### config.mk
export PLATFORM = sky130hd
export DESIGN_NAME = hbg_gate_top
export DESIGN_NICKNAME = d
export VERILOG_FILES = /design/src/hbg_pkg.sv /design/src/hbg_gate_top.sv /design/src/hbg_bridge_ctrl.sv
export SDC_FILE = /design/constraint.sdc
export NUM_CORES = 1
export LEC_CHECK = 0
export BUFFER_PORTS_ARGS = -buffer_cell sky130_fd_sc_hd__buf_2
export CAP_MARGIN = 20
export CORE_UTILIZATION = 50
export CTS_CLUSTER_DIAMETER = 80
export DETAILED_ROUTE_END_ITERATION = 12
export MAX_ROUTING_LAYER = met4
export PLACE_DENSITY = 0.75
export SLEW_MARGIN = 20
export SYNTH_ARGS = -nofsm -noshare
export SYNTH_HDL_FRONTEND = slang
export SYNTH_SLANG_ARGS = --single-unit
### constraint.sdc
create_clock -name clk_sys -period 2.31 [get_ports clk_sys]
set_input_delay 0.231 -clock clk_sys [delete_from_list [all_inputs] [get_ports clk_sys]]
set_output_delay 0.231 -clock clk_sys [all_outputs]
set_load 0.02 [all_outputs]
### src/hbg_pkg.sv
// Contract
// - Single mode: direction from direction bit, duty and frequency from first PWM.
// - Single, PWM high: dir 0 gives HS2+LS1, dir 1 gives HS1+LS2.
// - Single, PWM low: side and passive selects pick one of four freewheel modes.
// - PWM low, both selects 0: both low sides on, high sides off.
// - PWM low, high side active: both high sides on, low sides off.
// - PWM low, low side passive: LS1 on for dir 0, LS2 for dir 1.
// - PWM low, high side passive: HS2 on for dir 0, HS1 for dir 1.
// - Disabled, charge pump low or thermal gives resistive low; overvoltage drives low.
// - Drain-source short turns off only the affected half bridge.
// - Dual mode: each leg runs from its own PWM input and selects.
// - Dual leg: side 0 drives high gate on PWM, side 1 swaps gates.
// - Watchdog long open window forces drivers off until a valid trigger.
// - Control registers stay readable and writable during the long open window.
// - Failure entry to resistive low first sinks for 32 to 64 us; a sink missed or cut by the watchdog hold is not redone after release.
package hbg_pkg;

   localparam int CLK_PERIOD_NS = 40;
   localparam int SINK_TIME_NS  = 32000;
   localparam int SINK_CYCLES   = (SINK_TIME_NS + CLK_PERIOD_NS - 1) / CLK_PERIOD_NS;
   localparam int SINK_CNT_W    = 10;

   localparam int ADDR_W = 4;
   localparam int DATA_W = 8;

   localparam logic [ADDR_W-1:0] REG_CTRL_A = 4'h0;
   localparam logic [ADDR_W-1:0] REG_CTRL_B = 4'h4;
   localparam logic [ADDR_W-1:0] REG_STATUS = 4'h8;

   localparam logic [DATA_W-1:0] CTRL_RESET = 8'h00;
   localparam logic [DATA_W-1:0] CTRL_MASK  = 8'h7f;

   localparam int STAT_FORCE_BIT  = 0;
   localparam int STAT_SINK_A_BIT = 1;
   localparam int STAT_SINK_B_BIT = 2;
   localparam int STAT_CP_BIT     = 3;
   localparam int STAT_OV_BIT     = 4;
   localparam int STAT_TSD_BIT    = 5;

   typedef enum logic [1:0] {GATE_LOW, GATE_HIGH, GATE_RLOW} hbg_gate_type;

   typedef struct packed {
      hbg_gate_type hs1;
      hbg_gate_type ls1;
      hbg_gate_type hs2;
      hbg_gate_type ls2;
   } hbg_bridge_type;

   // bit 0 is enable, bit 7 spare
   typedef struct packed {
      logic spare;
      logic passive2;
      logic side2;
      logic passive1;
      logic side1;
      logic dualMode;
      logic direction;
      logic enable;
   } hbg_ctrl_type;

   typedef struct packed {
      logic hs1;
      logic ls1;
      logic hs2;
      logic ls2;
   } hbg_short_type;

   typedef struct packed {
      logic          pwm1;
      logic          pwm2;
      logic          cpLow;
      logic          overVolt;
      logic          thermal;
      hbg_short_type dsShort;
   } hbg_bridge_in_type;

   typedef struct packed {
      logic          pwmA1;
      logic          pwmA2;
      logic          pwmB1;
      logic          pwmB2;
      logic          cpLow;
      logic          overVolt;
      logic          thermal;
      hbg_short_type shortA;
      hbg_short_type shortB;
   } hbg_pins_type;

endpackage

### src/hbg_gate_top.sv
// Chosen here: the placing of the registers and the strobed register port.
`timescale 1ns/1ns
module hbg_gate_top
   import hbg_pkg::*;
#(
   parameter int SINK_LEN = SINK_CYCLES
)
(
   // clock and reset
   input  wire logic               clk_sys,
   input  wire logic               rst,
   // register port
   input  wire logic [ADDR_W-1:0]  addr,
   input  wire logic [DATA_W-1:0]  wrData,
   input  wire logic               wrStrobe,
   input  wire logic               rdStrobe,
   output logic [DATA_W-1:0]       rdData,
   // bridge pwm pins
   input  wire logic               pwmA1,
   input  wire logic               pwmA2,
   input  wire logic               pwmB1,
   input  wire logic               pwmB2,
   // fault flags
   input  wire logic               cpLow,
   input  wire logic               overVolt,
   input  wire logic               thermal,
   input  wire logic [3:0]         dsShortA,
   input  wire logic [3:0]         dsShortB,
   // watchdog
   input  wire logic               wdLongOpen,
   input  wire logic               wdTrigValid,
   // gate commands
   output hbg_bridge_type          gatesA,
   output hbg_bridge_type          gatesB,
   output logic                    forceOff
);

   hbg_pins_type        pinRaw;
   hbg_pins_type        pinMeta_reg;
   hbg_pins_type        pinSync_reg;
   hbg_ctrl_type        ctrlA_reg;
   hbg_ctrl_type        ctrlA_next;
   hbg_ctrl_type        ctrlB_reg;
   hbg_ctrl_type        ctrlB_next;
   logic [DATA_W-1:0]   rdData_reg;
   logic [DATA_W-1:0]   rdData_next;
   logic                forceOff_reg;
   logic                forceOff_next;
   hbg_bridge_in_type   inA;
   hbg_bridge_in_type   inB;
   logic                sinkA;
   logic                sinkB;

   assign pinRaw = '{pwmA1, pwmA2, pwmB1, pwmB2, cpLow, overVolt, thermal,
                     hbg_short_type'(dsShortA), hbg_short_type'(dsShortB)};

   ////////////////////////////////////////////////////////////////////////////////////
   // pins are asynchronous; first stage feeds only the second
   always_ff @(posedge clk_sys or posedge rst) begin
      if (rst) begin
         pinMeta_reg <= '0;
         pinSync_reg <= '0;
      end else begin
         pinMeta_reg <= pinRaw;
         pinSync_reg <= pinMeta_reg;
      end
   end

   // two-cycle sync fits pulses longer than 250 ns
   assign inA = '{pinSync_reg.pwmA1, pinSync_reg.pwmA2, pinSync_reg.cpLow,
                  pinSync_reg.overVolt, pinSync_reg.thermal, pinSync_reg.shortA};
   assign inB = '{pinSync_reg.pwmB1, pinSync_reg.pwmB2, pinSync_reg.cpLow,
                  pinSync_reg.overVolt, pinSync_reg.thermal, pinSync_reg.shortB};

   ////////////////////////////////////////////////////////////////////////////////////
   // watchdog hold: long window sets, valid trigger outside it clears
   always_comb begin
      forceOff_next = forceOff_reg;
      if (wdLongOpen) begin
         forceOff_next = 1'b1;
      end else if (wdTrigValid) begin
         forceOff_next = 1'b0;
      end
   end

   always_ff @(posedge clk_sys or posedge rst) begin
      if (rst) begin
         forceOff_reg <= 1'b0;
      end else begin
         forceOff_reg <= forceOff_next;
      end
   end

   assign forceOff = forceOff_reg;

   ////////////////////////////////////////////////////////////////////////////////////
   // register port, never gated by the watchdog hold
   always_comb begin
      ctrlA_next  = ctrlA_reg;
      ctrlB_next  = ctrlB_reg;
      rdData_next = '0;
      if (wrStrobe) begin
         case (addr)
            REG_CTRL_A: ctrlA_next = hbg_ctrl_type'(wrData & CTRL_MASK);
            REG_CTRL_B: ctrlB_next = hbg_ctrl_type'(wrData & CTRL_MASK);
            default: ;
         endcase
      end
      if (rdStrobe) begin
         case (addr)
            REG_CTRL_A: rdData_next = ctrlA_reg;
            REG_CTRL_B: rdData_next = ctrlB_reg;
            REG_STATUS: begin
               rdData_next[STAT_FORCE_BIT]  = forceOff_reg;
               rdData_next[STAT_SINK_A_BIT] = sinkA;
               rdData_next[STAT_SINK_B_BIT] = sinkB;
               rdData_next[STAT_CP_BIT]     = pinSync_reg.cpLow;
               rdData_next[STAT_OV_BIT]     = pinSync_reg.overVolt;
               rdData_next[STAT_TSD_BIT]    = pinSync_reg.thermal;
            end
            default: rdData_next = '0;
         endcase
      end
   end

   always_ff @(posedge clk_sys or posedge rst) begin
      if (rst) begin
         ctrlA_reg  <= hbg_ctrl_type'(CTRL_RESET);
         ctrlB_reg  <= hbg_ctrl_type'(CTRL_RESET);
         rdData_reg <= '0;
      end else begin
         ctrlA_reg  <= ctrlA_next;
         ctrlB_reg  <= ctrlB_next;
         rdData_reg <= rdData_next;
      end
   end

   assign rdData = rdData_reg;

   ////////////////////////////////////////////////////////////////////////////////////
   hbg_bridge_ctrl #(
      .SINK_LEN   (SINK_LEN)
   ) bridgeA (
      .clk_sys    (clk_sys),
      .rst        (rst),
      .ctrl       (ctrlA_reg),
      .pins       (inA),
      .forceOff   (forceOff_reg),
      .gates      (gatesA),
      .sinkActive (sinkA)
   );

   hbg_bridge_ctrl #(
      .SINK_LEN   (SINK_LEN)
   ) bridgeB (
      .clk_sys    (clk_sys),
      .rst        (rst),
      .ctrl       (ctrlB_reg),
      .pins       (inB),
      .forceOff   (forceOff_reg),
      .gates      (gatesB),
      .sinkActive (sinkB)
   );

   logic cleanA;
   logic faultFree;

   assign faultFree = !pinSync_reg.cpLow && !pinSync_reg.overVolt && !pinSync_reg.thermal;
   assign cleanA    = ctrlA_reg.enable && !ctrlA_reg.dualMode && !forceOff_reg && faultFree
                      && pinSync_reg.shortA == '0;
endmodule

### src/hbg_bridge_ctrl.sv
`timescale 1ns/1ns
module hbg_bridge_ctrl
   import hbg_pkg::*;
#(
   parameter int SINK_LEN = SINK_CYCLES
)
(
   // clock and reset
   input  wire logic               clk_sys,
   input  wire logic               rst,
   // control
   input  wire hbg_ctrl_type       ctrl,
   input  wire hbg_bridge_in_type  pins,
   input  wire logic               forceOff,
   // gate commands
   output hbg_bridge_type          gates,
   output logic                    sinkActive
);

   hbg_bridge_type          gates_reg;
   hbg_bridge_type          gates_next;
   logic                    sink_reg;
   logic                    sink_next;
   logic                    failPrev_reg;
   logic                    failPrev_next;
   logic [SINK_CNT_W-1:0]   sinkCnt_reg;
   logic [SINK_CNT_W-1:0]   sinkCnt_next;
   logic                    failRl;
   logic [3:0]              on;
   logic [1:0]              leg1;
   logic [1:0]              leg2;

   function automatic hbg_gate_type toGate(input logic drive);
      return drive ? GATE_HIGH : GATE_LOW;
   endfunction

   // returns {high gate, low gate}
   function automatic logic [1:0] legOn(input logic pwm, input logic side, input logic passive);
      if (pwm) begin
         return side ? 2'b01 : 2'b10;
      end else if (passive) begin
         return 2'b00;
      end
      return side ? 2'b10 : 2'b01;
   endfunction

   assign gates      = gates_reg;
   assign sinkActive = sink_reg;

   ////////////////////////////////////////////////////////////////////////////////////
   always_comb begin
      failRl        = ctrl.enable && (pins.cpLow || pins.thermal);
      failPrev_next = failRl;
      sinkCnt_next  = '0;
      sink_next     = 1'b0;
      leg1          = legOn(pins.pwm1, ctrl.side1, ctrl.passive1);
      leg2          = legOn(pins.pwm2, ctrl.side2, ctrl.passive2);
      // on bits ordered hs1, ls1, hs2, ls2
      if (!ctrl.dualMode) begin
         if (pins.pwm1) begin
            on = ctrl.direction ? 4'b1001 : 4'b0110;
         end else begin
            case ({ctrl.side1, ctrl.passive1})
               2'b00: on = 4'b0101;
               2'b10: on = 4'b1010;
               2'b01: on = ctrl.direction ? 4'b0001 : 4'b0100;
               default: on = ctrl.direction ? 4'b1000 : 4'b0010;
            endcase
         end
      end else begin
         on = {leg1, leg2};
      end
      if (pins.dsShort.hs1 || pins.dsShort.ls1) begin
         on[3:2] = 2'b00;
      end
      if (pins.dsShort.hs2 || pins.dsShort.ls2) begin
         on[1:0] = 2'b00;
      end
      gates_next = '{toGate(on[3]), toGate(on[2]), toGate(on[1]), toGate(on[0])};
      if (forceOff) begin
         gates_next = '{GATE_LOW, GATE_LOW, GATE_LOW, GATE_LOW};
      end else if (!ctrl.enable) begin
         gates_next = '{GATE_RLOW, GATE_RLOW, GATE_RLOW, GATE_RLOW};
      end else if (failRl) begin
         if (!failPrev_reg) begin
            gates_next   = '{GATE_LOW, GATE_LOW, GATE_LOW, GATE_LOW};
            sinkCnt_next = SINK_CNT_W'(SINK_LEN - 1);
            sink_next    = 1'b1;
         end else if (sinkCnt_reg != '0) begin
            gates_next   = '{GATE_LOW, GATE_LOW, GATE_LOW, GATE_LOW};
            sinkCnt_next = sinkCnt_reg - 1'b1;
            sink_next    = 1'b1;
         end else begin
            gates_next = '{GATE_RLOW, GATE_RLOW, GATE_RLOW, GATE_RLOW};
         end
      end else if (pins.overVolt) begin
         gates_next = '{GATE_LOW, GATE_LOW, GATE_LOW, GATE_LOW};
      end
   end

   always_ff @(posedge clk_sys or posedge rst) begin
      if (rst) begin
         gates_reg    <= '{GATE_RLOW, GATE_RLOW, GATE_RLOW, GATE_RLOW};
         sink_reg     <= 1'b0;
         failPrev_reg <= 1'b0;
         sinkCnt_reg  <= '0;
      end else begin
         gates_reg    <= gates_next;
         sink_reg     <= sink_next;
         failPrev_reg <= failPrev_next;
         sinkCnt_reg  <= sinkCnt_next;
      end
   end
endmodule

* Yosys cells after proc, flatten, opt, wreduce, memory -nomap -nowiden
Index checks and enable logic that the tools add are counted.
Word-level totals: input bits 33, logic and storage cells 172, register bits 93
Operators by class: muxes and demuxes 89, add/subtract/negate cells 2, reductions and logical operators 15, equality and inequality tests 6
Operators by type and width (number):
- $mux W10 | 10
- $mux W8 | 12
- $mux W2 | 24
- $mux W4 | 8
- $mux W1 | 28
- $pmux W4 S3 | 2
- $reduce_bool A10 Y1 | 2
- $sub A10 B1 Y10 const B | 2
- $pmux W6 S3 | 1
- $mux W7 | 1
- $mux W3 | 2
- $logic_or A1 B1 Y1 | 5
- $eq A2 B1 Y1 const B | 2
- $eq A2 B2 Y1 const B | 2
- $eq A4 B3 Y1 const B | 1
- $eq A4 B4 Y1 const B | 1
- $logic_not A2 Y1 | 2
- $logic_not A4 Y1 | 1
- $reduce_and A2 Y1 | 2
- $logic_and A1 B1 Y1 | 2
- $pmux W1 S2 | 1
- $reduce_bool A2 Y1 | 1

* Longest topological paths before layout
Gate-level depths: netlist of the first run.
depth after elaboration 10, mapped depth 6

* By module
From an unflattened synthesis of the first run, not the netlist that was laid out.
Second synthesis, totals: cell total of the unflattened synthesis 310, area total of the unflattened synthesis 3621.0 sq um
By module, submodules not included:
- hbg_gate_top | times used 1, area an instance 1711.6 sq um, cells an instance 105
- hbg_bridge_ctrl (bridgeA) | times used 1, area an instance 959.7 sq um, cells an instance 104
- hbg_bridge_ctrl (bridgeB) | times used 1, area an instance 949.7 sq um, cells an instance 101

* Worst setup path before layout of the first run
Ideal clock, no wire load.
path kind flip-flop to flip-flop, start reg forceOff_reg, in the netlist forceOff, end reg bridgeB.gates_reg, in the netlist bridgeB.gates[0], setup slack 833 ps, setup time 87 ps, arrival 1391 ps, cell stages (with the launch flop) 5, path buffers 0, clock period less this slack 1477 ps, data required time 2223 ps, cells stage by stage dfrtp_1 -> nor4_2 -> nand2_1 -> or3_1 -> a211oi_2
RTL lines:
- start, declared | RTL line hbg_gate_top.sv:47 | logic forceOff_reg;
- start signal, assigned | RTL line hbg_gate_top.sv:90 | forceOff_reg <= forceOff_next;
- end signal, assigned | RTL line hbg_bridge_ctrl.sv:103 | gates_reg <= '{GATE_RLOW, GATE_RLOW, GATE_RLOW, GATE_RLOW};
- end signal, assigned | RTL line hbg_bridge_ctrl.sv:108 | gates_reg <= gates_next;
- end, declared | RTL line hbg_bridge_ctrl.sv:20 | hbg_bridge_type gates_reg;

* Worst setup path after layout of the first run
start reg bridgeA.sinkCnt_reg[5], end reg bridgeA.sinkCnt_reg[1]
Between the ends: cells in the longest elaborated chain, start to end 6
RTL lines:
- start, declared | RTL line hbg_bridge_ctrl.sv:26 | logic [SINK_CNT_W-1:0] sinkCnt_reg;
- start signal, assigned | RTL line hbg_bridge_ctrl.sv:111 | sinkCnt_reg <= sinkCnt_next;
- $reduce_bool A10 Y1 | RTL line hbg_bridge_ctrl.sv:89 | end else if (sinkCnt_reg != '0) begin
- $mux W10 | RTL line hbg_bridge_ctrl.sv:89
- $mux W10 | RTL line hbg_bridge_ctrl.sv:85 | if (!failPrev_reg) begin
- $mux W10 | RTL line hbg_bridge_ctrl.sv:84 | end else if (failRl) begin
- $mux W10 | RTL line hbg_bridge_ctrl.sv:82 | end else if (!ctrl.enable) begin
- $mux W10 | RTL line hbg_bridge_ctrl.sv:80 | if (forceOff) begin
- named net bridgeA.sinkCnt_next[1] | RTL line hbg_bridge_ctrl.sv:27 | logic [SINK_CNT_W-1:0] sinkCnt_next;
The timed path passes the listed nets, and every way through them passes these cells. A chain may end at the register's enable or synchronous reset.

==> results of run 1 <==
[cells in the final DEF (no fill, tap or decap), types with 5 or more instances in the layout]
| cell | instances |
|---|---|
| sky130_fd_sc_hd__inv_6 | 5 |
| sky130_fd_sc_hd__nor2_1 | 34 |
| sky130_fd_sc_hd__nand2b_1 | 5 |
| sky130_fd_sc_hd__xor2_1 | 8 |
| sky130_fd_sc_hd__mux2_2 | 14 |
| sky130_fd_sc_hd__dlygate4sd3_1 | 16 |
| sky130_fd_sc_hd__nor2b_1 | 7 |
| sky130_fd_sc_hd__inv_1 | 8 |
| sky130_fd_sc_hd__nor3_1 | 10 |
| sky130_fd_sc_hd__nand3_1 | 8 |
| sky130_fd_sc_hd__nand2_1 | 8 |
| sky130_fd_sc_hd__mux2i_1 | 7 |
| sky130_fd_sc_hd__buf_2 | 55 |
| sky130_fd_sc_hd__clkbuf_8 | 9 |
| sky130_fd_sc_hd__dfrtp_1 | 84 |
| sky130_fd_sc_hd__a21oi_1 | 28 |
| sky130_fd_sc_hd__xnor2_1 | 6 |
[worst max-delay path, stage by stage, from the launching register on]
cell and delay (ns):
sky130_fd_sc_hd__dfrtp_1 0.43, sky130_fd_sc_hd__nor4_1 0.49, sky130_fd_sc_hd__nand4_1 0.19, sky130_fd_sc_hd__nand3_1 0.28, sky130_fd_sc_hd__a21oi_1 0.08
[worst max-delay path by stage]
stage	startpoint	end	slack (ns)
2_1_floorplan	forceOff$_DFFE_PP0P_	bridgeB.gates[0]$_DFF_PP0_	0.83
3_3_place_gp	addr[2]	ctrlB_reg[4]$_DFFE_PP0P_	0.71
3_5_place_dp	addr[2]	ctrlB_reg[3]$_DFFE_PP0P_	0.63
4_1_cts	bridgeA.sinkCnt_reg[5]$_DFF_PP0_	bridgeA.sinkCnt_reg[1]$_DFF_PP0_	0.70
5_1_grt	bridgeB.sinkCnt_reg[3]$_DFF_PP0_	bridgeB.sinkCnt_reg[3]$_DFF_PP0_	0.57
6_report	bridgeA.sinkCnt_reg[5]$_DFF_PP0_	bridgeA.sinkCnt_reg[1]$_DFF_PP0_	0.71
[cells in the mapped netlist (2+ instances only)]
master,number
sky130_fd_sc_hd__nand2b_1,5
sky130_fd_sc_hd__a31oi_1,2
sky130_fd_sc_hd__xnor2_1,6
sky130_fd_sc_hd__nor4_1,4
sky130_fd_sc_hd__clkbuf_1,4
sky130_fd_sc_hd__or2_2,2
sky130_fd_sc_hd__o22ai_1,3
sky130_fd_sc_hd__mux2i_1,7
sky130_fd_sc_hd__nor2b_1,7
sky130_fd_sc_hd__or3_1,4
sky130_fd_sc_hd__nand4_1,4
sky130_fd_sc_hd__buf_2,4
sky130_fd_sc_hd__nor2_1,34
sky130_fd_sc_hd__dfstp_2,2
sky130_fd_sc_hd__nor3_1,10
sky130_fd_sc_hd__a211oi_1,2
sky130_fd_sc_hd__buf_4,7
sky130_fd_sc_hd__xor2_1,8
sky130_fd_sc_hd__ha_1,4
sky130_fd_sc_hd__nor3b_1,2
sky130_fd_sc_hd__inv_1,9
sky130_fd_sc_hd__nand3_1,8
sky130_fd_sc_hd__dfrtp_1,84
sky130_fd_sc_hd__a21oi_1,28
sky130_fd_sc_hd__o21ai_0,4
sky130_fd_sc_hd__mux2_2,14
sky130_fd_sc_hd__nand2_1,8
[stage by stage]
stage	util	setup WS, ns
after detailed placement	0.579	0.631
after CTS	0.633	0.699
after global routing	0.633	0.567
after global placement	0.579	0.708
after floorplan	-	0.833
final	0.633	0.709
[power breakdown]
group	switching [W]	internal [W]	total, W	leakage (nW)
clock network	0.000584	0.000424	0.00101	0.0995
registers	0.000169	0.00164	0.00181	1.09
logic	0.000325	0.000307	0.000632	0.838
[cells by family after synthesis]
group,after synthesis,synth area share
other,1,0.00109
flip-flops,86,0.625
adder cells (fa/ha/maj),4,0.0145
AND/OR/NAND/NOR,94,0.145
XOR/XNOR,14,0.0356
AO/OA/AOI/OAI,45,0.0766
multiplexers,21,0.0661
buffers and inverters,25,0.0363
[final cells by class]
class,instances,area [µm²],area share
tap,77,96.3,0.0234
multi-input combinational,179,1170,0.284
clock buffer,9,124,0.0301
clock inverter,7,66.3,0.0161
inverter,9,37.5,0.00914
sequential,86,2150,0.524
timing repair buffer,73,463,0.113
[per-layer routing]
layer | up-vias | GRT usage
met2 | 61 | 0.305
met4 | 0 | 0.0663
met5 | - | -
met3 | 11 | 0.0739
met1 | 1134 | 0.259
li1 | 1125 | -
==> Implementation_results.wiki, run 1 <==
{| class="wikitable"
! Metric !! Value
|-
| Final-stage net count || 395
|-
| Placed instance area || ~3800 µm²
|-
| Routed wire per std cell || 14.4 µm
|-
| Average footprint of a synthesized cell || ~12 µm²
|-
| Via count of the first global-routing pass || between 2000 and 2500
|-
| Post-route ant nets || 0
|-
| Pwr Total || between 0.003 and 0.004 W
|-
| Register-to-register path setup slack || around 0.7 ns
|-
| Fin crit period || roughly 1.6 ns
|-
| Area of the mapped netlist || between 3000 and 4000 µm²
|-
| Min-delay src || wdLongOpen
|-
| Worst Path Required || 2.55 ns
|-
| Remaining global-route overflow || 0
|-
| Setup crit end kind || flip-flop
|-
| Length in cells of the worst reg-to-reg path || 4
|-
| Achievable Freq || between 0.6 and 0.7 GHz
|-
| Number of antenna violations at the first check in global routing || 0
|-
| Sequential cell area fraction in the yosys report || 0.625
|-
| Tightest hold margin || between 0.04 and 0.05 ns
|-
| Layout overhead on the synthesized area || 19.2%
|-
| Fin cells || 440
|-
| Initial core utilization || 0.531
|-
| Worst skew pair latency || between 0.3 and 0.4 ns
|-
| Cells taking the most area after synthesis || sky130_fd_sc_hd__dfrtp_1, sky130_fd_sc_hd__mux2_2, sky130_fd_sc_hd__a21oi_1
|-
| Mapped Nets || between 300 and 400
|-
| Launch instance of the worst register-to-register path || bridgeA.sinkCnt_reg[5]$_DFF_PP0_
|-
| CTS tree || done
|-
| Critical path data arrival time || around 1.8 ns
|-
| Buffers from clock root to sink, at most || 2
|-
| Total vias in the final route || between 2000 and 2500
|-
| Number of flip-flops and latches in the synthesized netlist || 86
|-
| DIE HEIGHT || roughly 85 µm
|-
| Num rows || 29
|-
| Placed cell count || 408
|-
| Worst slew margin || 0.605
|-
| Top layer reached by signal wires || met4
|-
| Die Footprint || just over 7000 µm²
|-
| Routed vias/inst || ~5.3
|-
| Number of enable flip-flop cells after synthesis || 0
|-
| Met1 wire length || around 2900 µm
|-
| R2r endpoint || bridgeA.sinkCnt_reg[1]$_DFF_PP0_
|-
| Number of port buffers || 55
|-
| Number of design rule violations left after detail routing || 0
|-
| Placeable core region || between 6000 and 7000 µm²
|-
| Kind of start point of the critical path || flip-flop
|-
| Cell depth of the worst hold path || 2
|-
| Hold buffer count at CTS || 16
|-
| Final Hold Fails || 0
|-
| N_diodes || 0
|-
| Largest register FFs || 15
|-
| Worst min-delay path class || in2reg
|-
| Count of mapped cells out of synthesis || 290
|-
| Synth async-reset ratio || 1.00
|-
| Post-CTS setup buffer count || 0
|-
| Resized Gates After CTS || 0
|-
| Length of routed met3 wiring || 335 µm
|-
| Fraction of final layout cells sized beyond drive strength 1 || 0.275
|-
| Type of the setup path with the least slack || reg2reg
|-
| Placer congestion estimate || between 0.7 and 0.8
|-
| CTS sink cnt || 86
|-
| Total CTS buffers || 9
|-
| CTS root buf || sky130_fd_sc_hd__clkbuf_8
|-
| First-pass iteration count of the detailed router || 4
|-
| I/O Pins || 58
|-
| Measured slew at the worst slew-check pin || between 0.5 and 0.6 ns
|-
| Slew Viols, Final || 0
|-
| Yosys cell types || a little over 40
|-
| Top flip-flop cell by instance count after synthesis || sky130_fd_sc_hd__dfrtp_1
|-
| Setup repair after global routing missed its margin || false
|-
| Aggregate negative setup slack || 0 ns
|-
| Power per standard cell area || between 800 and 900 nW/µm²
|-
| Layout Cell Area excl Fill || 4110 µm²
|-
| Hold worst-path end || forceOff$_DFFE_PP0P_
|-
| Count of final setup violators || 0
|-
| Detailed-route wire length || about 6300 µm
|-
| Number of DRC markers after the initial detailed-route iteration || between 100 and 150
|-
| CP Max Fanout || 8
|-
| Pin count of the biggest net entering global routing || 42
|-
| Total length of routed met2 wires || around 3000 µm
|-
| First-pass GRT wire length || roughly 11000 µm
|-
| Clock skew || roughly 0.016 ns
|-
| Final cycle utilization of the critical path || 0.693
|-
| Dominant cell type by area after synthesis || sky130_fd_sc_hd__dfrtp_1
|-
| Result of the run || finished, final reports clean
|-
| Fill cell total of the finished layout || around 500
|-
| Maximum VDD drop || just over 400 µV
|-
| Leakage power || approximately 2.0 nW
|-
| Ys Warns || 0
|-
| Share of the synthesized area in the top cell type || 0.610
|-
| Dpl hpwl || between 4000 and 5000 µm
|-
| Clock input transition at the sequential cells of the worst setup and hold paths || 0.09 ns
|-
| Maximum Capacitance Violations || 0
|-
| Gr usage total || 0.204
|-
| H-Tree Level Count || 3
|-
| Die width || 85.0 µm
|}
Power figures use the tool's default switching activity.
==> run 2, diff against run 1 <==
--- a/config.mk
+++ b/config.mk
@@ -7,11 +7,11 @@
 export LEC_CHECK = 0
 export BUFFER_PORTS_ARGS = -buffer_cell sky130_fd_sc_hd__buf_2
 export CAP_MARGIN = 20
-export CORE_UTILIZATION = 50
+export CORE_UTILIZATION = 55
 export CTS_CLUSTER_DIAMETER = 80
 export DETAILED_ROUTE_END_ITERATION = 12
 export MAX_ROUTING_LAYER = met4
-export PLACE_DENSITY = 0.75
+export PLACE_DENSITY = 0.78
 export SLEW_MARGIN = 20
 export SYNTH_ARGS = -nofsm -noshare
 export SYNTH_HDL_FRONTEND = slang
==> constraint.sdc (replaced) <==
create_clock -name clk_sys -period 1.65 [get_ports clk_sys]
set_input_delay 0.165 -clock clk_sys [delete_from_list [all_inputs] [get_ports clk_sys]]
set_output_delay 0.165 -clock clk_sys [all_outputs]
set_load 0.02 [all_outputs]
==> run 2 against run 1 <==
Combinational power is 51% higher. First-iteration DRC count is 67% higher. Maximum frequency is 3.5% higher. Clock-buffer cell count stayed put. Register-to-register slack worse by 0.61 ns. Total power is 40% higher. Hold slack better by 0.0075 ns. Die area is 8.9% lower. Largest cell class unchanged.
==> Implementation_results.wiki, run 2 (synthesized netlist as in run 1, its figures left out) <==
{| class="wikitable"
! Metric !! Value
|-
| I/O Pins || 58 (unchanged)
|-
| Clock input transition at the sequential cells of the worst setup and hold paths || 0.09 ns (about the same)
|-
| Length in cells of the worst reg-to-reg path || 4 (unchanged)
|-
| H-Tree Level Count || 3 (unchanged)
|-
| Hold worst-path end || ctrlB_reg[4]$_DFFE_PP0P_
|-
| Gr usage total || 0.231 (+0.0276)
|-
| Num rows || 28 (-3.4%)
|-
| Routed vias/inst || 5.36 (+1.2%)
|-
| Setup crit end kind || flip-flop
|-
| Power per standard cell area || 1150 nW/µm² (+37%)
|-
| Layout overhead on the synthesized area || 22.0%
|-
| Launch instance of the worst register-to-register path || bridgeA.sinkCnt_reg[5]$_DFF_PP0_
|-
| CP Max Fanout || 8 (unchanged)
|-
| Kind of start point of the critical path || flip-flop
|-
| Via count of the first global-routing pass || 2357 (+3.1%)
|-
| Worst min-delay path class || in2reg
|-
| Die width || 81.2 µm (-4.5%)
|-
| Post-route ant nets || 0 (unchanged)
|-
| Post-CTS setup buffer count || 0 (unchanged)
|-
| Final-stage net count || 402 (+1.8%)
|-
| Buffers from clock root to sink, at most || 2 (unchanged)
|-
| Final cycle utilization of the critical path || 0.937 (+0.245)
|-
| Largest register FFs || 15 (unchanged)
|-
| Pwr Total || 0.00484 W (+40%)
|-
| Count of final setup violators || 0 (unchanged)
|-
| Fin crit period || 1.55 ns (-0.0540 ns)
|-
| Number of design rule violations left after detail routing || 0 (unchanged)
|-
| Placed instance area || 3810 µm² (+1.5%)
|-
| Number of port buffers || 55 (unchanged)
|-
| Remaining global-route overflow || 0 (unchanged)
|-
| Placeable core region || 5990 µm² (-7.8%)
|-
| Core utilization of the finished layout || 0.702 (+0.0695)
|-
| Register-to-register path setup slack || 0.10 ns (-0.61 ns)
|-
| Worst skew pair latency || 0.36 ns (about the same)
|-
| Maximum Capacitance Violations || 0 (unchanged)
|-
| N_diodes || 0 (unchanged)
|-
| DIE HEIGHT || 81.2 µm (-4.5%)
|-
| Placer congestion estimate || 0.777 (about the same)
|-
| Final Hold Fails || 0 (unchanged)
|-
| Fraction of final layout cells sized beyond drive strength 1 || 0.303 (+0.0272)
|-
| Setup repair after global routing missed its margin || false
|-
| Maximum VDD drop || 691 µV (+70%)
|-
| Routed wire per std cell || 14.9 µm (+3.1%)
|-
| Slew Viols, Final || 0 (unchanged)
|-
| Total CTS buffers || 9 (unchanged)
|-
| Initial core utilization || 0.575 (+0.0447)
|-
| Min-delay src || wrData[4]
|-
| Cell depth of the worst hold path || 2 (unchanged)
|-
| Leakage power || 2.06 nW (+1.7%)
|-
| Detailed-route wire length || 6610 µm (+4.3%)
|-
| Worst Path Required || 1.89 ns (-0.66 ns)
|-
| Total vias in the final route || 2386 (+2.4%)
|-
| Aggregate negative setup slack || 0 ns (unchanged)
|-
| Pin count of the biggest net entering global routing || 39 (-7.1%)
|-
| Result of the run || finished, final reports clean
|-
| Layout Cell Area excl Fill || 4210 µm² (+2.4%)
|-
| First-pass GRT wire length || 10700 µm (+0.13%)
|-
| Type of the setup path with the least slack || reg2reg
|-
| CTS root buf || sky130_fd_sc_hd__clkbuf_8
|-
| Die Footprint || 6590 µm² (-8.9%)
|-
| Leading cell type in the layout, fill and taps excluded || sky130_fd_sc_hd__dfrtp_1
|-
| CTS sink cnt || 86 (unchanged)
|-
| Achievable Freq || 0.646 GHz (+3.5%)
|-
| Number of antenna violations at the first check in global routing || 0 (unchanged)
|-
| Dpl hpwl || 4370 µm (-1.5%)
|-
| CTS tree || done
|-
| Number of DRC markers after the initial detailed-route iteration || 180 (+67%)
|-
| R2r endpoint || bridgeA.sinkCnt_reg[9]$_DFF_PP0_
|-
| Critical path data arrival time || 1.79 ns (-0.05 ns)
|-
| Clock skew || 0.00741 ns (-0.00842 ns)
|-
| First-pass iteration count of the detailed router || 4 (unchanged)
|-
| Highest-count cells in the layout ignoring fill and taps || sky130_fd_sc_hd__dfrtp_1, sky130_fd_sc_hd__buf_2, sky130_fd_sc_hd__nor2_1
|}
[run 2: through the flow]
step / setup WS, ns / cells / hold slack [ns]
after floorplan: 0.173 / 290 / 0.196
after global placement: 0.137 / 412 / 0.208
after detailed placement: 0.0306 / 412 / 0.215
after CTS: 0.00931 / 445 / 0.0402
after global routing: 0.00373 / 445 / 0.0490
final: 0.103 / 445 / 0.0505
[run 2: how the worst max path moves through the flow]
stage | from | endpoint | cells after the start
6_report | bridgeA.sinkCnt_reg[5]$_DFF_PP0_ | bridgeA.sinkCnt_reg[9]$_DFF_PP0_ | 4
5_1_grt | bridgeA.sinkCnt_reg[5]$_DFF_PP0_ | bridgeA.sinkCnt_reg[3]$_DFF_PP0_ | 4
4_1_cts | bridgeB.sinkCnt_reg[0]$_DFF_PP0_ | bridgeB.sinkActive$_DFF_PP0_ | 6
3_5_place_dp | bridgeB.sinkCnt_reg[0]$_DFF_PP0_ | bridgeB.sinkCnt_reg[9]$_DFF_PP0_ | 6
3_3_place_gp | bridgeA.sinkCnt_reg[5]$_DFF_PP0_ | bridgeA.sinkCnt_reg[8]$_DFF_PP0_ | 4
2_1_floorplan | forceOff$_DFFE_PP0P_ | bridgeB.gates[0]$_DFF_PP0_ | 4
[run 2: layer usage]
layer  part of all wire  GRT usage
met1               0.45      0.290
met2               0.48      0.350
met3              0.054     0.0708
met4              0.021     0.0946
met5                  0          -
[run 2: critical path, stage by stage (launching register included)]
cell and delay [ns]:
sky130_fd_sc_hd__dfrtp_1 0.44, sky130_fd_sc_hd__nor4_2 0.40, sky130_fd_sc_hd__nand4_1 0.21, sky130_fd_sc_hd__nand3_1 0.30
sky130_fd_sc_hd__a21oi_1 0.08
[run 2: final cells by class]
class                           count  area (µm²)
Clock buffer                        9         124
Clock inverter                      7        58.8
Fill cell                         402        1780
Inverter                            9        37.5
Multi-Input combinational cell    179        1210
Sequential cell                    86        2150
Tap cell                           75        93.8
Timing Repair Buffer               80         531
[run 2: timing repair]
action	CTS	global route
setup endpoints to repair	2	20
gates resized for setup	1	6
hold endpoints to repair	32	0
hold buffers	17	0
[run 2: where the power goes]
group / internal, W / total, W / leakage, nW / switching (W)
Clock: 0.000564 / 0.00136 / 0.0864 / 0.000792
Sequential: 0.00229 / 0.00253 / 1.09 / 0.000234
Combinational: 0.000470 / 0.000957 / 0.885 / 0.000486
Total: 0.00333 / 0.00484 / 2.06 / 0.00151
